==> src/include/dmc_pkg.sv <==
/*
 * Shared constants and types of the DMA engine control pair: register
 * map of the engine, field positions, mode codes, host order registers.
 * Assumes a single 25 MHz clock domain for both ends.
 */
package dmc_pkg;
	localparam int NCH = 2;
	localparam int CW  = 1;

	// engine register map, word index on the register port
	localparam logic [5:0] A_GCTL      = 6'h00;
	localparam logic [5:0] A_UPPER     = 6'h01;
	localparam logic [5:0] A_LOWER     = 6'h02;
	localparam logic [5:0] A_BUF       = 6'h03;
	localparam logic [5:0] A_CH0       = 6'h08;
	localparam logic [5:0] A_CH_STRIDE = 6'h08;
	localparam logic [2:0] O_CTL       = 3'h0;
	localparam logic [2:0] O_INT       = 3'h1;
	localparam logic [2:0] O_SRC       = 3'h2;
	localparam logic [2:0] O_DST       = 3'h3;
	localparam logic [2:0] O_CNT       = 3'h4;

	// engine_global_control fields
	localparam int B_ON = 15;
	localparam int B_RR = 0;
	// channel_control fields
	localparam int B_DUMMY_WRITE_MODE  = 10;
	localparam int B_RELOAD = 9;
	localparam int B_REQ    = 8;
	localparam int B_SA     = 6;
	localparam int B_DA     = 4;
	localparam int B_TR     = 2;
	localparam int B_SIZE   = 1;
	localparam int B_EN     = 0;
	// channel_interrupt_reg fields
	localparam int I_CHSEL = 8;
	localparam int I_HIGH  = 7;
	localparam int I_LOW   = 6;
	localparam int I_DONE  = 5;
	localparam int I_OVR   = 3;

	localparam logic [15:0] CTL_MASK = 16'h07FF;
	localparam logic [15:0] INT_MASK = 16'h7FF9;
	localparam logic [15:0] RST16    = 16'h0000;
	localparam logic [15:0] SFR_TOP  = 16'h0FFF;

	localparam logic [1:0] AM_FIX = 2'h0;
	localparam logic [1:0] AM_INC = 2'h1;
	localparam logic [1:0] AM_DEC = 2'h2;
	localparam logic [1:0] AM_PIA = 2'h3;

	// host order registers
	localparam logic [2:0] U_SRC = 3'h0;
	localparam logic [2:0] U_DST = 3'h1;
	localparam logic [2:0] U_CNT = 3'h2;
	localparam logic [2:0] U_CTL = 3'h3;
	localparam logic [2:0] U_UP  = 3'h4;
	localparam logic [2:0] U_LOW = 3'h5;
	localparam logic [2:0] U_CMD = 3'h6;
	localparam int C_GO   = 0;
	localparam int C_RR   = 1;
	localparam int C_CH   = 4;
	localparam int C_BUSY = 15;
	localparam logic [3:0] STEP_LAST = 4'hA;

	typedef enum logic [4:0] {
		S_IDLE = 5'h01,
		S_RD   = 5'h02,
		S_CAP  = 5'h04,
		S_WR   = 5'h08,
		S_NW   = 5'h10
	} dmc_st_t;
endpackage

==> src/include/dmc_if.sv <==
/*
 * Register port between the host sequencer and the DMA engine,
 * plus the per-channel interrupt lines back to the host.
 * Assumes both ends run on the clock given to the interface.
 */
`timescale 1ns/10ps
interface dmc_if
	import dmc_pkg::*;
(
	input wire logic clk,
	input wire logic rst_n
);
	logic [5:0]     reg_addr;
	logic [15:0]    reg_wdata;
	logic           reg_wr;
	logic           reg_rd;
	logic [15:0]    reg_rdata;
	logic [NCH-1:0] irq;

	modport dev (input reg_addr, reg_wdata, reg_wr, reg_rd,
		output reg_rdata, irq);
	modport host (output reg_addr, reg_wdata, reg_wr, reg_rd,
		input reg_rdata, irq);
endinterface

==> src/verilog/dmc_device.sv <==
/*
 * DMA engine end: registers, channel arbitration and the data space
 * master that moves one item per transaction.
 * Assumes a data space answering reads one cycle after the strobe
 * and peripheral triggers as one-cycle pulses.
 */
// Our own choices: the address map and the plain strobed port.
// Summary of operation
// - engine_on clear aborts all channel activity
// - bit 0 selects round robin or fixed
// - null write repeats each write to source
// - reload restores pointers and count next start
// - repeated modes always restore transaction count
// - software request starts, cleared at completion
// - transfers per software request follow mode
// - source field: fixed, increment, decrement, indirect
// - destination field: same four addressing choices
// - transfer mode field selects four modes
// - size bit: byte when set, word default
// - channel_on bit enables the channel
// - software enables engine, limits, disables channel
// - software loads count per mode meaning
// - indirect mode pointer holds base address
// - channel enabled last, then trigger source
// - only original count kept for pointer recovery
// - each channel power gated on its own
// - reserved bit kept zero, unimplemented read zero
// - four engine registers, five per channel
// - limit violation ends transaction, raises interrupt
// - address lsb picks byte lane
// - fixed priority lowest wins, no immediate retrigger; code re-serves the just-served channel at once if no other is pending
`timescale 1ns/10ps
module dmc_device
	import dmc_pkg::*;
(
	// clock and reset
	input  wire logic           clk,
	input  wire logic           rst_n,
	// register port
	dmc_if.dev                  bus,
	// data space master
	output logic [15:0]         mem_addr,
	output logic [15:0]         mem_wdata,
	output logic [1:0]          mem_be,
	output logic                mem_rd,
	output logic                mem_wr,
	input  wire logic [15:0]    mem_rdata,
	// peripheral side
	input  wire logic [NCH-1:0] trig,
	input  wire logic [NCH-1:0] module_power_gate
);
	typedef struct packed {
		logic                      on;
		logic                      rr;
		logic [15:0]               upper;
		logic [15:0]               lower;
		logic [15:0]               dbuf;
		logic [NCH-1:0][15:0]      ctl;
		logic [NCH-1:0][15:0]      intr;
		logic [NCH-1:0][15:0]      src;
		logic [NCH-1:0][15:0]      dst;
		logic [NCH-1:0][15:0]      cnt;
		logic [NCH-1:0][15:0]      orig;
		logic [NCH-1:0]            pend;
		logic [NCH-1:0]            rearm;
		dmc_st_t                   st;
		logic [CW-1:0]             ch;
		logic [CW-1:0]             last;
		logic                      just;
		logic [15:0]               rdata;
		logic [15:0]               maddr;
		logic [15:0]               mwdata;
		logic [1:0]                mbe;
		logic                      mrd;
		logic                      mwr;
	} dmc_dev_s_t;

	localparam dmc_dev_s_t RST_S = '{st: S_IDLE, default: '0};

	dmc_dev_s_t s_r;
	dmc_dev_s_t s_nxt;

	function automatic logic [15:0] adv(input logic [15:0] p,
		input logic [1:0] am, input logic by);
		logic [15:0] stp;
		stp = by ? 16'h0001 : 16'h0002;
		case (am)
		AM_INC: adv = p + stp;
		AM_DEC: adv = p - stp;
		default: adv = p;
		endcase
	endfunction

	// pointer rebuilt from items already moved
	function automatic logic [15:0] rec(input logic [15:0] p,
		input logic [1:0] am, input logic [15:0] used, input logic by);
		logic [15:0] off;
		off = by ? used : {used[14:0], 1'b0};
		case (am)
		AM_INC: rec = p - off;
		AM_DEC: rec = p + off;
		default: rec = p;
		endcase
	endfunction

	function automatic logic [1:0] lane(input logic [15:0] a,
		input logic by);
		lane = !by ? 2'h3 : (a[0] ? 2'h2 : 2'h1);
	endfunction

	logic [CW-1:0] c;
	logic [CW-1:0] j;
	logic [CW-1:0] pk;
	logic          found;
	logic          fin;
	logic          abt;
	logic [15:0]   a;
	logic [15:0]   cl;
	logic [15:0]   used;
	logic          by;
	logic          chhit;

	always_comb begin
		s_nxt = s_r;
		c = s_r.ch;
		j = '0;
		pk = s_r.last;
		found = 1'b0;
		fin = 1'b0;
		abt = 1'b0;
		a = RST16;
		used = RST16;
		chhit = 1'b0;
		s_nxt.mrd = 1'b0;
		s_nxt.mwr = 1'b0;
		s_nxt.just = 1'b0;

		// software writes first so that hardware sets win below
		if (bus.reg_wr) begin
			case (bus.reg_addr)
			A_GCTL: begin
				s_nxt.on = bus.reg_wdata[B_ON];
				s_nxt.rr = bus.reg_wdata[B_RR];
			end
			A_UPPER: s_nxt.upper = bus.reg_wdata;
			A_LOWER: s_nxt.lower = bus.reg_wdata;
			A_BUF: s_nxt.dbuf = bus.reg_wdata;
			default: ;
			endcase
			for (int i = 0; i < NCH; i++) begin
				if ({bus.reg_addr[5:3], 3'h0} ==
					6'(int'(A_CH0) + i * int'(A_CH_STRIDE))) begin
					case (bus.reg_addr[2:0])
					O_CTL: if (!module_power_gate[i])
						s_nxt.ctl[i] = bus.reg_wdata & CTL_MASK;
					O_INT: s_nxt.intr[i] = bus.reg_wdata & INT_MASK;
					O_SRC: s_nxt.src[i] = bus.reg_wdata;
					O_DST: s_nxt.dst[i] = bus.reg_wdata;
					O_CNT: begin
						s_nxt.cnt[i] = bus.reg_wdata;
						s_nxt.orig[i] = bus.reg_wdata;
						s_nxt.rearm[i] = 1'b0;
					end
					default: ;
					endcase
				end
			end
		end

		if (bus.reg_rd) begin
			case (bus.reg_addr)
			A_GCTL: s_nxt.rdata = {s_r.on, 14'h0000, s_r.rr};
			A_UPPER: s_nxt.rdata = s_r.upper;
			A_LOWER: s_nxt.rdata = s_r.lower;
			A_BUF: s_nxt.rdata = s_r.dbuf;
			default: s_nxt.rdata = RST16;
			endcase
			for (int i = 0; i < NCH; i++) begin
				if ({bus.reg_addr[5:3], 3'h0} ==
					6'(int'(A_CH0) + i * int'(A_CH_STRIDE))) begin
					case (bus.reg_addr[2:0])
					O_CTL: s_nxt.rdata = s_r.ctl[i] & CTL_MASK;
					O_INT: s_nxt.rdata = s_r.intr[i];
					O_SRC: s_nxt.rdata = s_r.src[i];
					O_DST: s_nxt.rdata = s_r.dst[i];
					O_CNT: s_nxt.rdata = s_r.cnt[i];
					default: s_nxt.rdata = RST16;
					endcase
				end
			end
		end

		// round robin resumes after last served channel
		if (s_r.rr) begin
			for (int k = NCH; k >= 1; k--) begin
				j = CW'((int'(s_r.last) + k) % NCH);
				if (s_r.pend[j]) begin
					found = 1'b1;
					pk = j;
				end
			end
		end else begin
			// lowest wins, only a just-served one yields
			for (int k = NCH - 1; k >= 0; k--) begin
				if (s_r.pend[k] &&
					!(s_r.just && CW'(k) == s_r.last)) begin
					found = 1'b1;
					pk = CW'(k);
				end
			end
			if (!found && s_r.pend[s_r.last]) begin
				found = 1'b1;
			end
		end

		cl = s_r.ctl[c];
		by = cl[B_SIZE];
		case (s_r.st)
		S_IDLE: if (found) begin
			c = pk;
			cl = s_r.ctl[c];
			by = cl[B_SIZE];
			s_nxt.ch = pk;
			if (s_r.rearm[c]) begin
				s_nxt.rearm[c] = 1'b0;
				used = s_r.orig[c] - s_r.cnt[c];
				// restore at start of next operation
				if (cl[B_RELOAD]) begin
					s_nxt.src[c] = rec(s_r.src[c], cl[B_SA+:2], used, by);
					s_nxt.dst[c] = rec(s_r.dst[c], cl[B_DA+:2], used, by);
				end
				if (cl[B_RELOAD] || cl[B_TR]) begin
					s_nxt.cnt[c] = s_r.orig[c];
				end
			end
			a = s_nxt.src[c];
			abt = a > SFR_TOP && (a > s_r.upper || a < s_r.lower);
			if (!abt) begin
				s_nxt.mrd = 1'b1;
				s_nxt.maddr = a;
				s_nxt.mbe = lane(a, by);
				s_nxt.st = S_RD;
			end
		end
		S_RD: s_nxt.st = S_CAP;
		S_CAP: begin
			s_nxt.dbuf = !by ? mem_rdata : {8'h00,
				s_r.maddr[0] ? mem_rdata[15:8] : mem_rdata[7:0]};
			a = s_r.dst[c];
			abt = a > SFR_TOP && (a > s_r.upper || a < s_r.lower);
			if (!abt) begin
				s_nxt.mwr = 1'b1;
				s_nxt.maddr = a;
				s_nxt.mbe = lane(a, by);
				s_nxt.mwdata = by ? {2{s_nxt.dbuf[7:0]}} : s_nxt.dbuf;
				s_nxt.st = S_WR;
			end
		end
		// dummy write of the buffer back to source
		S_WR: if (cl[B_DUMMY_WRITE_MODE]) begin
			s_nxt.mwr = 1'b1;
			s_nxt.maddr = s_r.src[c];
			s_nxt.mbe = lane(s_r.src[c], by);
			s_nxt.st = S_NW;
		end else begin
			fin = 1'b1;
		end
		S_NW: fin = 1'b1;
		default: s_nxt.st = S_IDLE;
		endcase

		// out of limits: end transaction and flag
		if (abt) begin
			s_nxt.intr[c][I_HIGH] = a > s_r.upper;
			s_nxt.intr[c][I_LOW] = a <= s_r.upper;
			s_nxt.ctl[c][B_EN] = 1'b0;
			s_nxt.ctl[c][B_REQ] = 1'b0;
			s_nxt.pend[c] = 1'b0;
			s_nxt.rearm[c] = 1'b1;
			s_nxt.last = c;
			s_nxt.just = 1'b1;
			s_nxt.st = S_IDLE;
		end

		if (fin) begin
			s_nxt.src[c] = adv(s_r.src[c], cl[B_SA+:2], by);
			s_nxt.dst[c] = adv(s_r.dst[c], cl[B_DA+:2], by);
			s_nxt.cnt[c] = s_r.cnt[c] - 16'h0001;
			s_nxt.last = c;
			s_nxt.just = 1'b1;
			s_nxt.st = S_IDLE;
			// one-shot modes disable the channel when count empties
			if (s_nxt.cnt[c] == RST16) begin
				s_nxt.intr[c][I_DONE] = 1'b1;
				s_nxt.rearm[c] = 1'b1;
				if (!cl[B_TR]) begin
					s_nxt.ctl[c][B_EN] = 1'b0;
				end
			end
			// continuous modes run until count empties
			if (s_nxt.cnt[c] == RST16 || !cl[B_TR+1]) begin
				s_nxt.pend[c] = 1'b0;
				s_nxt.ctl[c][B_REQ] = 1'b0;
			end
		end

		// triggers after completion so a request in the finishing cycle is kept
		for (int i = 0; i < NCH; i++) begin
			chhit = s_r.st != S_IDLE && s_r.ch == CW'(i);
			// gated channel stays cleared and idle
			if (module_power_gate[i]) begin
				s_nxt.ctl[i] = RST16;
				s_nxt.pend[i] = 1'b0;
			end else if (!s_nxt.ctl[i][B_EN]) begin
				s_nxt.pend[i] = 1'b0;
			end else if (trig[i] || s_nxt.ctl[i][B_REQ]) begin
				if (trig[i] && (s_r.pend[i] || chhit)) begin
					s_nxt.intr[i][I_OVR] = 1'b1;
				end
				s_nxt.pend[i] = 1'b1;
			end
		end

		if (!s_nxt.on) begin
			s_nxt.st = S_IDLE;
			s_nxt.pend = '0;
			s_nxt.mrd = 1'b0;
			s_nxt.mwr = 1'b0;
		end
	end

	always_ff @(posedge clk or negedge rst_n) begin
		if (!rst_n) begin
			s_r <= RST_S;
		end else begin
			s_r <= s_nxt;
		end
	end

	assign mem_addr = s_r.maddr;
	assign mem_wdata = s_r.mwdata;
	assign mem_be = s_r.mbe;
	assign mem_rd = s_r.mrd;
	assign mem_wr = s_r.mwr;
	assign bus.reg_rdata = s_r.rdata;

	genvar g;
	generate
		for (g = 0; g < NCH; g++) begin : g_irq
			assign bus.irq[g] = s_r.intr[g][I_HIGH] | s_r.intr[g][I_LOW]
				| s_r.intr[g][I_DONE] | s_r.intr[g][I_OVR];
		end
	endgenerate
endmodule

==> src/flat_wrapper.sv <==
// flat-port wrapper written by rule: the top's interface ports become plain ports
module dmc_device_flat import dmc_pkg::*;
  (clk, rst_n, mem_addr, mem_wdata, mem_be, mem_rd, mem_wr, mem_rdata, trig, module_power_gate, bus_reg_addr, bus_reg_wdata, bus_reg_wr, bus_reg_rd, bus_reg_rdata, bus_irq);
  dmc_if bus_i (.clk(clk), .rst_n(rst_n));
  input  wire logic clk;
  input  wire logic rst_n;
  output logic [15:0] mem_addr;
  output logic [15:0] mem_wdata;
  output logic [1:0] mem_be;
  output logic mem_rd;
  output logic mem_wr;
  input  wire logic [15:0] mem_rdata;
  input  wire logic [NCH-1:0] trig;
  input  wire logic [NCH-1:0] module_power_gate;
  input wire logic [$bits(bus_i.reg_addr)-1:0] bus_reg_addr;
  input wire logic [$bits(bus_i.reg_wdata)-1:0] bus_reg_wdata;
  input wire logic [$bits(bus_i.reg_wr)-1:0] bus_reg_wr;
  input wire logic [$bits(bus_i.reg_rd)-1:0] bus_reg_rd;
  output wire logic [$bits(bus_i.reg_rdata)-1:0] bus_reg_rdata;
  output wire logic [$bits(bus_i.irq)-1:0] bus_irq;
  assign bus_i.reg_addr = bus_reg_addr;
  assign bus_i.reg_wdata = bus_reg_wdata;
  assign bus_i.reg_wr = bus_reg_wr;
  assign bus_i.reg_rd = bus_reg_rd;
  assign bus_reg_rdata = bus_i.reg_rdata;
  assign bus_irq = bus_i.irq;
  dmc_device u_core (.clk(clk), .rst_n(rst_n), .bus(bus_i), .mem_addr(mem_addr), .mem_wdata(mem_wdata), .mem_be(mem_be), .mem_rd(mem_rd), .mem_wr(mem_wr), .mem_rdata(mem_rdata), .trig(trig), .module_power_gate(module_power_gate));
endmodule
==> config.mk <==
export PLATFORM = sky130hd
export DESIGN_NAME = dmc_device_flat
export DESIGN_NICKNAME = d
export VERILOG_FILES = /design/src/include/dmc_pkg.sv /design/src/include/dmc_if.sv /design/src/verilog/dmc_device.sv /design/src/flat_wrapper.sv
export SDC_FILE = /design/constraint.sdc
export NUM_CORES = 1
export LEC_CHECK = 0
export BUFFER_PORTS_ARGS = -buffer_cell sky130_fd_sc_hd__buf_2
export CELL_PAD_IN_SITES_DETAIL_PLACEMENT = 0
export CELL_PAD_IN_SITES_GLOBAL_PLACEMENT = 1
export CORE_MARGIN = 3
export CORE_UTILIZATION = 40
export DETAILED_ROUTE_END_ITERATION = 7
export GPL_ROUTABILITY_DRIVEN = 0
export HOLD_SLACK_MARGIN = 0.12
export PLACE_DENSITY = 0.81
export SLEW_MARGIN = 20
export SYNTH_ARGS = -nofsm -noshare
export SYNTH_HDL_FRONTEND = slang
export SYNTH_SLANG_ARGS = --single-unit
==> constraint.sdc <==
create_clock -name clk -period 14.7 [get_ports clk]
set_input_delay 4.41 -clock clk [delete_from_list [all_inputs] [get_ports clk]]
set_output_delay 4.41 -clock clk [all_outputs]
set_load 0.02 [all_outputs]
* Word-level counts from Yosys, hierarchy flattened
Index checks and enable logic that the tools add are counted.
Cells by class: add/sub/neg operators 12, reductions and logical operators 42, equality and inequality tests 32, magnitude comparators 16, multiplexer cells 209, bitwise logic cells 23
Operators with widths (number):
- $mux W16 | 75
- $mux W96 | 5
- $bwmux W32 | 8
- $mux W64 | 4
- $mux W242 | 1
- $mux W160 | 1
- $pmux W16 S2 | 5
- $pmux W16 S5 | 2
- $and A32 B32 Y32 | 4
- $demux W16 S1 | 7
- $mux W32 | 3
- $sub A16 B16 Y16 | 5
- $add A16 B16 Y16 | 4
- $not A32 Y32 | 2
- $pmux W16 S4 | 1
- $mux W1 | 50
- $gt A16 B16 Y1 | 3
- $pmux W16 S3 | 1
- $mux W8 | 5
- $mux W2 | 18
- $mux W34 | 1
- $gt A16 B12 Y1 const B | 2
- $lt A16 B16 Y1 | 2
- $or A32 B32 Y32 | 1
- 49 further kinds | 124
Storage, ports and cells: bits of input ports 46, word-level logic and storage cells 363, output and inout bits 54, register bits after elaboration 306

* Logic depth before layout (Yosys ltp)
Gate-level depths: netlist of the first run.
word-level depth 41, mapped depth 47, depth with buffers taken out 41

* Least setup slack after synthesis of the first run
Ideal clock, no wire load.
path type reg-to-reg, start register u_core.s_r[304] (netlist name), end register u_core.s_r (netlist bit u_core.mem_addr[10]), data arrival time 9.169 ns, slack 5.406 ns, library setup time 0.125 ns, cell stages (with the launch flop) 43, period minus slack after synthesis 9.294 ns, buffers on the path 7, required time 14.575 ns, path through dfrtp_1 > o21bai_1 > a21o_1 > clkbuf_1 > buf_1 > clkbuf_1 > clkbuf_1 > buf_1 > buf_1 > mux2i_1 > ha_1 > fa_1 > mux2i_1 > inv_1 > ha_1 > o2111a_1 > nor4b_1 > and3_1 > [... 7 more ...] > a31oi_1 > nor3b_1 > o21bai_1 > xor2_1 > xnor2_2 > mux2i_2 > nand2_1 > ha_1 > nand4_1 > nor4_1 > nand4_1 > o21ai_0 > o21a_1 > a31oi_4 > o21ai_4 > o311ai_4 > buf_6 > mux2_4
Between the ends: word-level cells in the longest chain between the ends 23, elaborated cells on any way between the ends 46, those cells by class add/sub (3); order compare (5); eq/ne (4); mux (30); reduce/logical (4)
RTL lines:
- start: declaration | line dmc_device.sv:80 | dmc_dev_s_t s_r;
- start signal: assignment | line dmc_device.sv:336 | s_r <= s_nxt;
- $mux W1 | line dmc_device.sv:194 | if (s_r.rr) begin
- $mux W16 (implied by the code) (2 in series) | line dmc_device.sv:226 | used = s_r.orig[c] - s_r.cnt[c];
- $sub A16 B16 Y16 | line dmc_device.sv:226
- $mux W16 | line dmc_device.sv:98 | off = by ? used : {used[14:0], 1'b0};
- $add A16 B16 Y16 / $sub A16 B16 Y16 (equally long branches) | line dmc_device.sv:101, dmc_device.sv:100
- $pmux W16 S2 | line dmc_device.sv:99 | case (am)
- $mux W16 | line dmc_device.sv:228 | if (cl[B_RELOAD]) begin
- $mux W16 | line dmc_device.sv:224 | if (s_r.rearm[c]) begin
- [... 5 more ...]
- $mux W96 | line dmc_device.sv:219 | S_IDLE: if (found) begin
- $mux W96 | line dmc_device.sv:218 | case (s_r.st)
- $mux W16 (implied by the code) (2 in series) | line dmc_device.sv:236 | a = s_nxt.src[c];
- $gt A16 B16 Y1 / $lt A16 B16 Y1 (equally long branches) | line dmc_device.sv:237 | abt = a > SFR_TOP && (a > s_r.upper || a < s_r.lower);
- $logic_or A1 B1 Y1 | line dmc_device.sv:237
- $logic_and A1 B1 Y1 | line dmc_device.sv:237
- $ne A2 B2 Y1 (no line)
- $reduce_and A5 Y1 (no line)
Several ways; a longest one is shown, not always the timed one. The select of a mux whose other input is x is not followed. A chain may end at the register's enable or synchronous reset.

* Worst setup path after layout of the first run
start register u_core.s_r[53] (netlist name), end register u_core.s_r (netlist bit u_core.mem_addr[15])
Between the ends: word-level cells in the longest chain between the ends 28, elaborated cells on any way between the ends 73, those cells by class add/sub (5); order compare (5); eq/ne (4); mux (46); bitwise (1); reduce/logical (12)
RTL lines:
- $add A1 B1 Y1 (tied with other cells) | line dmc_device.sv:196 | j = CW'((int'(s_r.last) + k) % NCH);
- $mux W1 (implied by the code) (tied with other cells) (2 in series) | line dmc_device.sv:197 | if (s_r.pend[j]) begin
- $mux W1 (tied with other cells) | line dmc_device.sv:197
- $mux W1 (on tied branches) | line dmc_device.sv:197, dmc_device.sv:205
- $mux W1 | line dmc_device.sv:194
- $mux W16 (implied by the code) (2 in series) | line dmc_device.sv:226
- $sub A16 B16 Y16 | line dmc_device.sv:226
- $mux W16 | line dmc_device.sv:98
- [... 9 more ...]
- $mux W96 | line dmc_device.sv:219
- $mux W96 | line dmc_device.sv:218
- $mux W16 (implied by the code) (2 in series) | line dmc_device.sv:236
- $gt A16 B16 Y1 / $lt A16 B16 Y1 (equally long branches) | line dmc_device.sv:237
- $logic_or A1 B1 Y1 | line dmc_device.sv:237
- $logic_and A1 B1 Y1 | line dmc_device.sv:237
- $ne A2 B2 Y1 (no line)
- $reduce_and A5 Y1 (no line)
Several ways; a longest one is shown, not always the timed one. The select of a mux whose other input is x is not followed.

==> results of run 1 <==
-- layer usage --
| layer | vias to the layer above | share of wire | GRT usage |
|---|---|---|---|
| met5 | - | 0.00030 | 0 |
| met4 | 4 | 0.061 | 0.156 |
| met3 | 321 | 0.097 | 0.0784 |
| met2 | 1192 | 0.43 | 0.440 |
| met1 | 11653 | 0.41 | 0.385 |
| li1 | 11061 | - | - |
-- cell type report --
class | count | area (um2)
clock buffers | 50 | 1060
well taps | 837 | 1050
diodes | 4 | 10.0
inverters | 69 | 259
fillers | 6310 | 34700
multi-input cells | 2537 | 16500
clock inverters | 13 | 190
repair buffers | 144 | 867
flip-flops and latches | 296 | 7410
-- per-stage QoR --
stage / total power, mW / utilization / cells
floorplan: 1.94 / - / 3145
global placement: 2.31 / 0.420 / 3881
detailed placement: 2.33 / 0.420 / 3881
finish: 3.33 / 0.441 / 3950
global route: 3.51 / 0.441 / 3946
CTS: 3.30 / 0.441 / 3944
-- report_power, final --
| part | internal, mW | switching, mW | total, mW |
|---|---|---|---|
| Clock | 0.579 | 0.396 | 0.975 |
| Sequential | 0.900 | 0.158 | 1.06 |
| Combinational | 0.527 | 0.769 | 1.30 |
| Total | 2.01 | 1.32 | 3.33 |
-- cell usage after synthesis (all sizes together) (18+ instances only) --
library cell,count
nand2,644
dfrtp,295
nor2,230
a21oi,215
o21ai,205
mux2i,171
ha,159
clkbuf,155
mux2,113
nand3,94
buf,88
inv,68
xnor2,49
o211ai,47
xor2,46
nor3,44
a22oi,42
a21o,35
a22o,30
o21a,30
o22ai,28
o21bai,26
nor2b,25
a221oi,23
and2,23
a21boi,18
nand4,18
-- placed cells by master, fill, tap and decap left out, types with 15 or more instances in the layout --
master / n
o21ai_0: 200
a21o_1: 34
ha_1: 159
a21oi_1: 214
nand2b_1: 17
a21boi_0: 16
nand3_1: 93
nand4_1: 17
a22o_1: 30
and2_1: 22
buf_4: 43
nor2b_1: 24
a22oi_1: 42
nor2_1: 226
a31oi_1: 16
dfrtp_1: 294
o31ai_1: 15
xnor2_1: 48
mux2_2: 102
xor2_1: 46
a221oi_1: 22
o211ai_1: 47
nand2_1: 640
and3_1: 16
nor3_1: 43
o21bai_1: 25
o21a_1: 30
mux2i_1: 168
inv_1: 67
buf_2: 98
clkbuf_16: 37
o22ai_1: 28
-- worst reg2reg max path, delay by kind of cell (launching register included) --
kind,cells,cell delay [ns]
AO/OA/AOI/OAI,12,2.82
XOR/XNOR,3,0.83
flip-flops,1,0.39
AND/OR/NAND/NOR,17,3.64
buffers and inverters,2,0.30
adder cells (fa/ha/maj),3,0.99
multiplexers,2,0.70
-- final timing paths --
kind / end / from
worst min-delay path: u_core.mem_wdata[9]$_DFFE_PN0P_ / u_core.mem_wdata[9]$_DFFE_PN0P_
min in group asynchronous: u_core.s_r[182]$_DFF_PN0_ / rst_n
worst max register to register: u_core.mem_addr[15]$_DFFE_PN0P_ / u_core.s_r[53]$_DFFE_PN0P_
max in group asynchronous: u_core.s_r[82]$_DFFE_PN0P_ / rst_n
worst max-delay path: u_core.mem_addr[15]$_DFFE_PN0P_ / u_core.s_r[53]$_DFFE_PN0P_
worst min register to register: u_core.mem_wdata[9]$_DFFE_PN0P_ / u_core.mem_wdata[9]$_DFFE_PN0P_
-- flip-flops by register name, indices dropped and copies added, names as in the netlist, named ones only --
| name | flops |
|---|---|
| u_core.mem_addr | 16 |
| u_core.mem_be | 2 |
| u_core.s_r | 220 |
| u_core.mem_rd | 1 |
| u_core.bus.reg_rdata | 16 |
| u_core.mem_wdata | 16 |
| u_core.mem_wr | 1 |
-- cells by family after synthesis --
family                     after synthesis  share of synthesized area
DFF                                    296                      0.294
muxes                                  286                      0.122
buffers and inverters                  312                     0.0545
adders and majority gates              164                     0.0828
AOI/OAI and AO/OA                      817                      0.212
and+or+nand+nor                       1175                      0.202
xor gates and xnor gates                95                     0.0333
==> summary.txt, run 1 <==
Setup path
  – CP max FO: 19
  – CP Class: register to register
  – R2R Setup Slk: slightly below 5 ns
  – CP top delay family: simple AND/OR/NAND/NOR gates
  – Setup crit end kind: register
  – CP max stage delay: between 0.7 and 0.8 ns
  – Most used cell along the critical path: nand2_1
  – Buf/Inv on CP: 2
  – Worst Setup Start Kind: register
  – Arr. time, crit path: 10.25 ns
  – FF-to-FF path depth: 39
  – Critical Path RT: roughly 15 ns
  – Crit path max-delay cell type: a21oi_4
  – WP depth: 39

Hold path
  – Hold Path Depth: 2
  – Hold Crit Class: register to register

Clocking
  – Clk slew on worst S/H paths: 0.06 ns
  – CTS root buf: clkbuf_16
  – CTS max path bufs: 3
  – Clk sinks: 296
  – Clk_lat worst skew: 0.59 ns
  – TritonCTS clock tree: yes
  – CTS H-tree depth: 2
  – Hold-fix buffers at CTS: 0
  – Post CTS Setup Buffer Count: 0
  – CTS resizes: 0
  – Total CTS buffers: 37

Die
  – Num rows: slightly above 90
  – DIE AREA: about 66000 um2
  – Initial Utilization: 0.407
  – Die width: 257 um
  – Die height: 257 um
  – # IOs: 100
  – Core ar.: just over 60000 um2

Global route
  – Vias in the first global route: between 20k and 25k
  – Total grt overflow: 0
  – Gr usage total: 0.293
  – First-pass GRT wire length: 147000 um
  – Pin count of the biggest net entering global routing: approximately 80
  – Initial antenna violation count: 8

Routing
  – TritonRoute pass-1 iters: 8
  – Routed vias: 24.2k
  – Routed WL: about 100000 um
  – Routed vias/inst: 6.13
  – WL/cell: 25.3 um
  – DRC errors left: 54
  – ANT nets after route: 0
  – DRT iter0 DRCs: 2904

Flow run
  – Max-cap viol count: 0

STA
  – Final worst path period need: 9.79 ns
  – Final hold viol count: 0
  – Setup violations, final: 0
  – Unrepaired setup endpoints after global routing: no
  – Fin. max-slew vios: 0
  – FMAX: 0.102 GHz
  – Clk_skew: 0.0336 ns
  – TNS Setup: 0 ns
  – Slew margin rel.: 0.312
  – Worst slew pin tran: 1.03 ns
  – Final cycle utilization of the critical path: 0.666
  – WHS: 0.473 ns
  – Final worst slack: 4.91 ns

Logic synthesis
  – Net Count, Synth: 3355
  – Prevailing post-synth register cell: dfrtp_1
  – Distinct cells, synth: 107
  – EDFF count, synth: 0
  – Gate Count Post-Synth: about 3.1k
  – Netlist Area Pre-Place: 25200 um2
  – Main area contributors after synthesis: dfrtp_1 (29%), nand2_1 (9.6%), ha_1 (7.9%)
  – Synth warn: 0
  – Post-synth top area cell: dfrtp_1
  – Synth Register Bits: 296
  – Post-synth top area share: 0.292
  – Post-synth ARST share: 1.00
  – Post-synthesis sequential area ratio: 0.294
  – Mean area per synthesized cell: 8.02 um2

Placed design
  – Post-DP Area: 26100 um2
  – Pre-CTS WS: 4.48 ns
  – Detail Placement HPWL: 71900 um
  – Port buffer count: ~100

Pwr
  – Peak VDD IR: 0.0788 mV
  – Power per Cell Area: 122 nW/um2
  – Leak pwr: 12.7 nW

Final layout
  – Nets: roughly 3.3k
  – Design area: 27400 um2
  – Area Overhead vs Synth: 8.55%
  – Layout cells sized above 1: 0.118

Outcome
  – Failing checks: design-rule violations
  – Outcome: finished with violations
(Power assumes the default switching activity.)
==> run 2, diff against run 1 <==
--- a/config.mk
+++ b/config.mk
@@ -5,6 +5,7 @@
 export SDC_FILE = /design/constraint.sdc
 export NUM_CORES = 1
 export LEC_CHECK = 0
+export ABC_AREA = 1
 export BUFFER_PORTS_ARGS = -buffer_cell sky130_fd_sc_hd__buf_2
 export CELL_PAD_IN_SITES_DETAIL_PLACEMENT = 0
 export CELL_PAD_IN_SITES_GLOBAL_PLACEMENT = 1
@@ -13,7 +14,7 @@
 export DETAILED_ROUTE_END_ITERATION = 7
 export GPL_ROUTABILITY_DRIVEN = 0
 export HOLD_SLACK_MARGIN = 0.12
-export PLACE_DENSITY = 0.81
+export PLACE_DENSITY = 0.83
 export SLEW_MARGIN = 20
 export SYNTH_ARGS = -nofsm -noshare
 export SYNTH_HDL_FRONTEND = slang
==> constraint.sdc (replaced) <==
create_clock -name clk -period 9.42 [get_ports clk]
set_input_delay 2.826 -clock clk [delete_from_list [all_inputs] [get_ports clk]]
set_output_delay 2.826 -clock clk [all_outputs]
set_load 0.02 [all_outputs]
==> run 2 against run 1 <==
Effect of this change: the flow now finishes without violations; critical path depth grew 10; synthesized area is 0.44% lower; clock skew down 0.010 ns; non-clock buffer count did not move; synthesized cell count increased by 17%; worst hold slack worse by 0.0081 ns; clock power increased by 41%; wire length rose by 8.9%; sequential share of layout area is 0.31 points higher; die area is 0.42% lower; combinational power rose by 120%.
==> summary.txt, run 2 <==
STA
  – TNS Setup: 0 ns (unchanged)
  – Slew margin rel.: 0.211 (-0.101)
  – Clk_skew: 0.0231 ns (-0.0105 ns)
  – Final worst slack: 0.837 ns (-4.08 ns)
  – Final cycle utilization of the critical path: 0.911 (+0.245)
  – FMAX: 0.117 GHz (+14%)
  – WHS: 0.465 ns (-0.00806 ns)
  – Fin. max-slew vios: 0 (unchanged)
  – Final hold viol count: 0 (unchanged)
  – Setup violations, final: 0 (unchanged)
  – Worst slew pin tran: 1.17 ns (+0.142 ns)
  – Unrepaired setup endpoints after global routing: no
  – Final worst path period need: 8.58 ns (-1.20 ns)

Logic synthesis
  – Post-synth ARST share: 1.00 (unchanged)
  – Distinct cells, synth: 67 (-37%)
  – Synth warn: 0 (unchanged)
  – Gate Count Post-Synth: 3679 (+17%)
  – Synth Register Bits: 296 (unchanged)
  – Count leader, synth: nand2_1
  – Prevailing post-synth register cell: dfrtp_1
  – Post-synth top area share: 0.294 (+0.00128)
  – Net Count, Synth: 3889 (+16%)
  – Netlist Area Pre-Place: 25100 um2 (-0.44%)
  – Post-synthesis sequential area ratio: 0.295 (+0.00129)
  – Mean area per synthesized cell: 6.83 um2 (-15%)
  – Main area contributors after synthesis: dfrtp_1 (29%), nand2_1 (14%), o21ai_0 (11%)
  – EDFF count, synth: 0 (unchanged)
  – Post-synth top area cell: dfrtp_1
  – Top cells by count, synth: nand2_1 (920), o21ai_0 (563), inv_1 (438), dfrtp_1 (295), a21oi_1 (204)

Placed design
  – Detail Placement HPWL: 82100 um (+14%)
  – Pre-CTS WS: 1.12 ns (-3.36 ns)
  – Placed Instances: 4447 (+15%)
  – Port buffer count: 99 (unchanged)

Final layout
  – Fill cell count: 6515 (+3.2%)
  – Final Non-Filler Cells: 4511 (+14%)
  – Register with the most flip-flops: u_core.s_r
  – Reg area: 7410 um2 (unchanged)
  – Nets: 3857 (+17%)
  – Multi-input gate area: 14900 um2 (-9.8%)
  – Max reg flops: 220 (unchanged)
  – Area Overhead vs Synth: 7.78%
  – Most common cell after layout, fill and taps aside: nand2_1
  – Commonest non-fill, non-tap cells in the layout: nand2_1 (919), o21ai_0 (562), inv_1 (438)
  – Layout cells sized above 1: 0.0899 (-0.0282)
  – Final Util: 0.437 (-0.00422)

Clocking
  – Post CTS Setup Buffer Count: 0 (unchanged)
  – CTS root buf: clkbuf_16
  – TritonCTS clock tree: yes
  – Clk sinks: 296 (unchanged)
  – Clk slew on worst S/H paths: 0.06 ns (about the same)
  – Hold-fix buffers at CTS: 0 (unchanged)
  – Clk_lat worst skew: 0.57 ns (-0.02 ns)
  – Total CTS buffers: 35 (-5.4%)
  – CTS resizes: 0 (unchanged)
  – CTS max path bufs: 3 (unchanged)
  – CTS H-tree depth: 2 (unchanged)

Routing
  – TritonRoute pass-1 iters: 7 (-1)
  – DRC errors left: 0 (-100%)
  – Routed vias/inst: 5.84 (-4.9%)
  – DRT iter0 DRCs: 3652 (+26%)
  – Routed vias: 26.3k (+8.7%)
  – WL/cell: 24.1 um (-4.7%)
  – ANT nets after route: 0 (unchanged)
  – Routed WL: 109000 um (+8.9%)

Hold path
  – Hold Crit Class: register to register

Pwr
  – Power per Cell Area: 214 nW/um2 (+76%)
  – Leak pwr: 13.0 nW (+2.0%)
  – Peak VDD IR: 0.0999 mV (+27%)

Global route
  – First-pass GRT wire length: 159000 um (+7.6%)
  – Initial antenna violation count: 2 (-6)
  – Pin count of the biggest net entering global routing: 115 (+47%)
  – Gr usage total: 0.320 (+0.0271)
  – Vias in the first global route: 23.9k (+5.0%)
  – Total grt overflow: 0 (unchanged)

Setup path
  – Most used cell along the critical path: nand2_1
  – Arr. time, crit path: 9.03 ns (-1.22 ns)
  – Setup crit end kind: register
  – CP max stage delay: 0.66 ns (-0.06 ns)
  – CP Class: register to register
  – Critical Path RT: 9.86 ns (-5.30 ns)
  – Crit path max-delay cell type: nor4_1
  – Worst Setup Start Kind: register
  – CP max FO: 78 (+59)

Outcome
  – Outcome: finished, final reports clean

Die
  – Initial Utilization: 0.406 (-0.00103)
  – DIE AREA: 65900 um2 (-0.42%)
  – Die width: 257 um (-0.21%)
  – Die height: 257 um (-0.21%)
  – # IOs: 100 (unchanged)
  – Core ar.: 61900 um2 (-0.18%)
  – Num rows: 91 (unchanged)

Flow run
  – Max-cap viol count: 0 (unchanged)
==> run 2: changes by cell type in the layout (fill, tap and decap cells not counted), moves of 50 or more <==
cell / delta
mux2_2: -98
mux2i_1: -162
nand2_1: +279
nor2_1: -50
inv_1: +371
o21ai_0: +362
==> run 2: final timing paths <==
kind	start	endpoint	slack, ns	cells after the start
hold reg to reg	u_core.mem_wdata[5]$_DFFE_PN0P_	u_core.mem_wdata[5]$_DFFE_PN0P_	0.47	2
max in group asynchronous	rst_n	u_core.s_r[170]$_DFF_PN0_	5.62	2
min in group asynchronous	rst_n	u_core.s_r[90]$_DFFE_PN0P_	2.28	1
setup / recovery	u_core.s_r[304]$_DFFE_PN0P_	u_core.mem_addr[12]$_DFFE_PN0P_	0.84	49
setup reg to reg	u_core.s_r[304]$_DFFE_PN0P_	u_core.mem_addr[12]$_DFFE_PN0P_	0.84	49
hold / removal	u_core.mem_wdata[5]$_DFFE_PN0P_	u_core.mem_wdata[5]$_DFFE_PN0P_	0.47	2
==> run 2: layout make-up <==
cell class	count	area share
diodes	3	0.000277
multi-input cells	2702	0.551
well taps	837	0.0387
flip-flops and latches	296	0.274
repair buffers	144	0.0311
clock buffers	49	0.0354
clock inverters	12	0.00476
inverters	468	0.0649
==> run 2: kinds of logic (layout without fill, tap and decap cells) <==
family	Yosys count	count (layout)	share of synthesized area
AND/OR/NAND/NOR	1350	1350	0.228
flip-flops	296	296	0.295
multiplexers	10	10	0.00418
buffers and inverters	681	673	0.112
XOR/XNOR	64	64	0.0223
other	0	3	0
adder cells (fa/ha/maj)	164	164	0.0832
AO/OA/AOI/OAI	1114	1114	0.255
==> run 2: per-stage QoR <==
step | instance area [um2] | total power, mW
5_1_grt | 27100 | 6.12
3_3_place_gp | 26000 | 4.32
6_report | 27100 | 5.79
4_1_cts | 27100 | 5.69
2_1_floorplan | 25100 | 3.46
3_5_place_dp | 26000 | 4.33
==> run 2: where the power goes <==
group	switching, mW	total, mW	internal, mW
logic	1.91	2.82	0.914
registers	0.158	1.59	1.43
clock network	0.627	1.37	0.748
==> run 2: per-layer routing <==
metal / track usage / vias to the layer above / routed length [um]
li1: - / 12254 / -
met3: 0.0827 / 378 / 13000
met2: 0.459 / 1614 / 43800
met5: 0 / - / 0
met4: 0.205 / 0 / 8640
met1: 0.427 / 12081 / 43300
==> run 2: worst max-delay path: cells and delay by family, from the launching register on <==
kind	cells	cell delay (ns)
AOI/OAI and AO/OA	6	1.14
xor gates and xnor gates	1	0.18
adders and majority gates	4	1.38
buffers and inverters	8	0.72
DFF	1	0.40
and+or+nand+nor	30	4.52
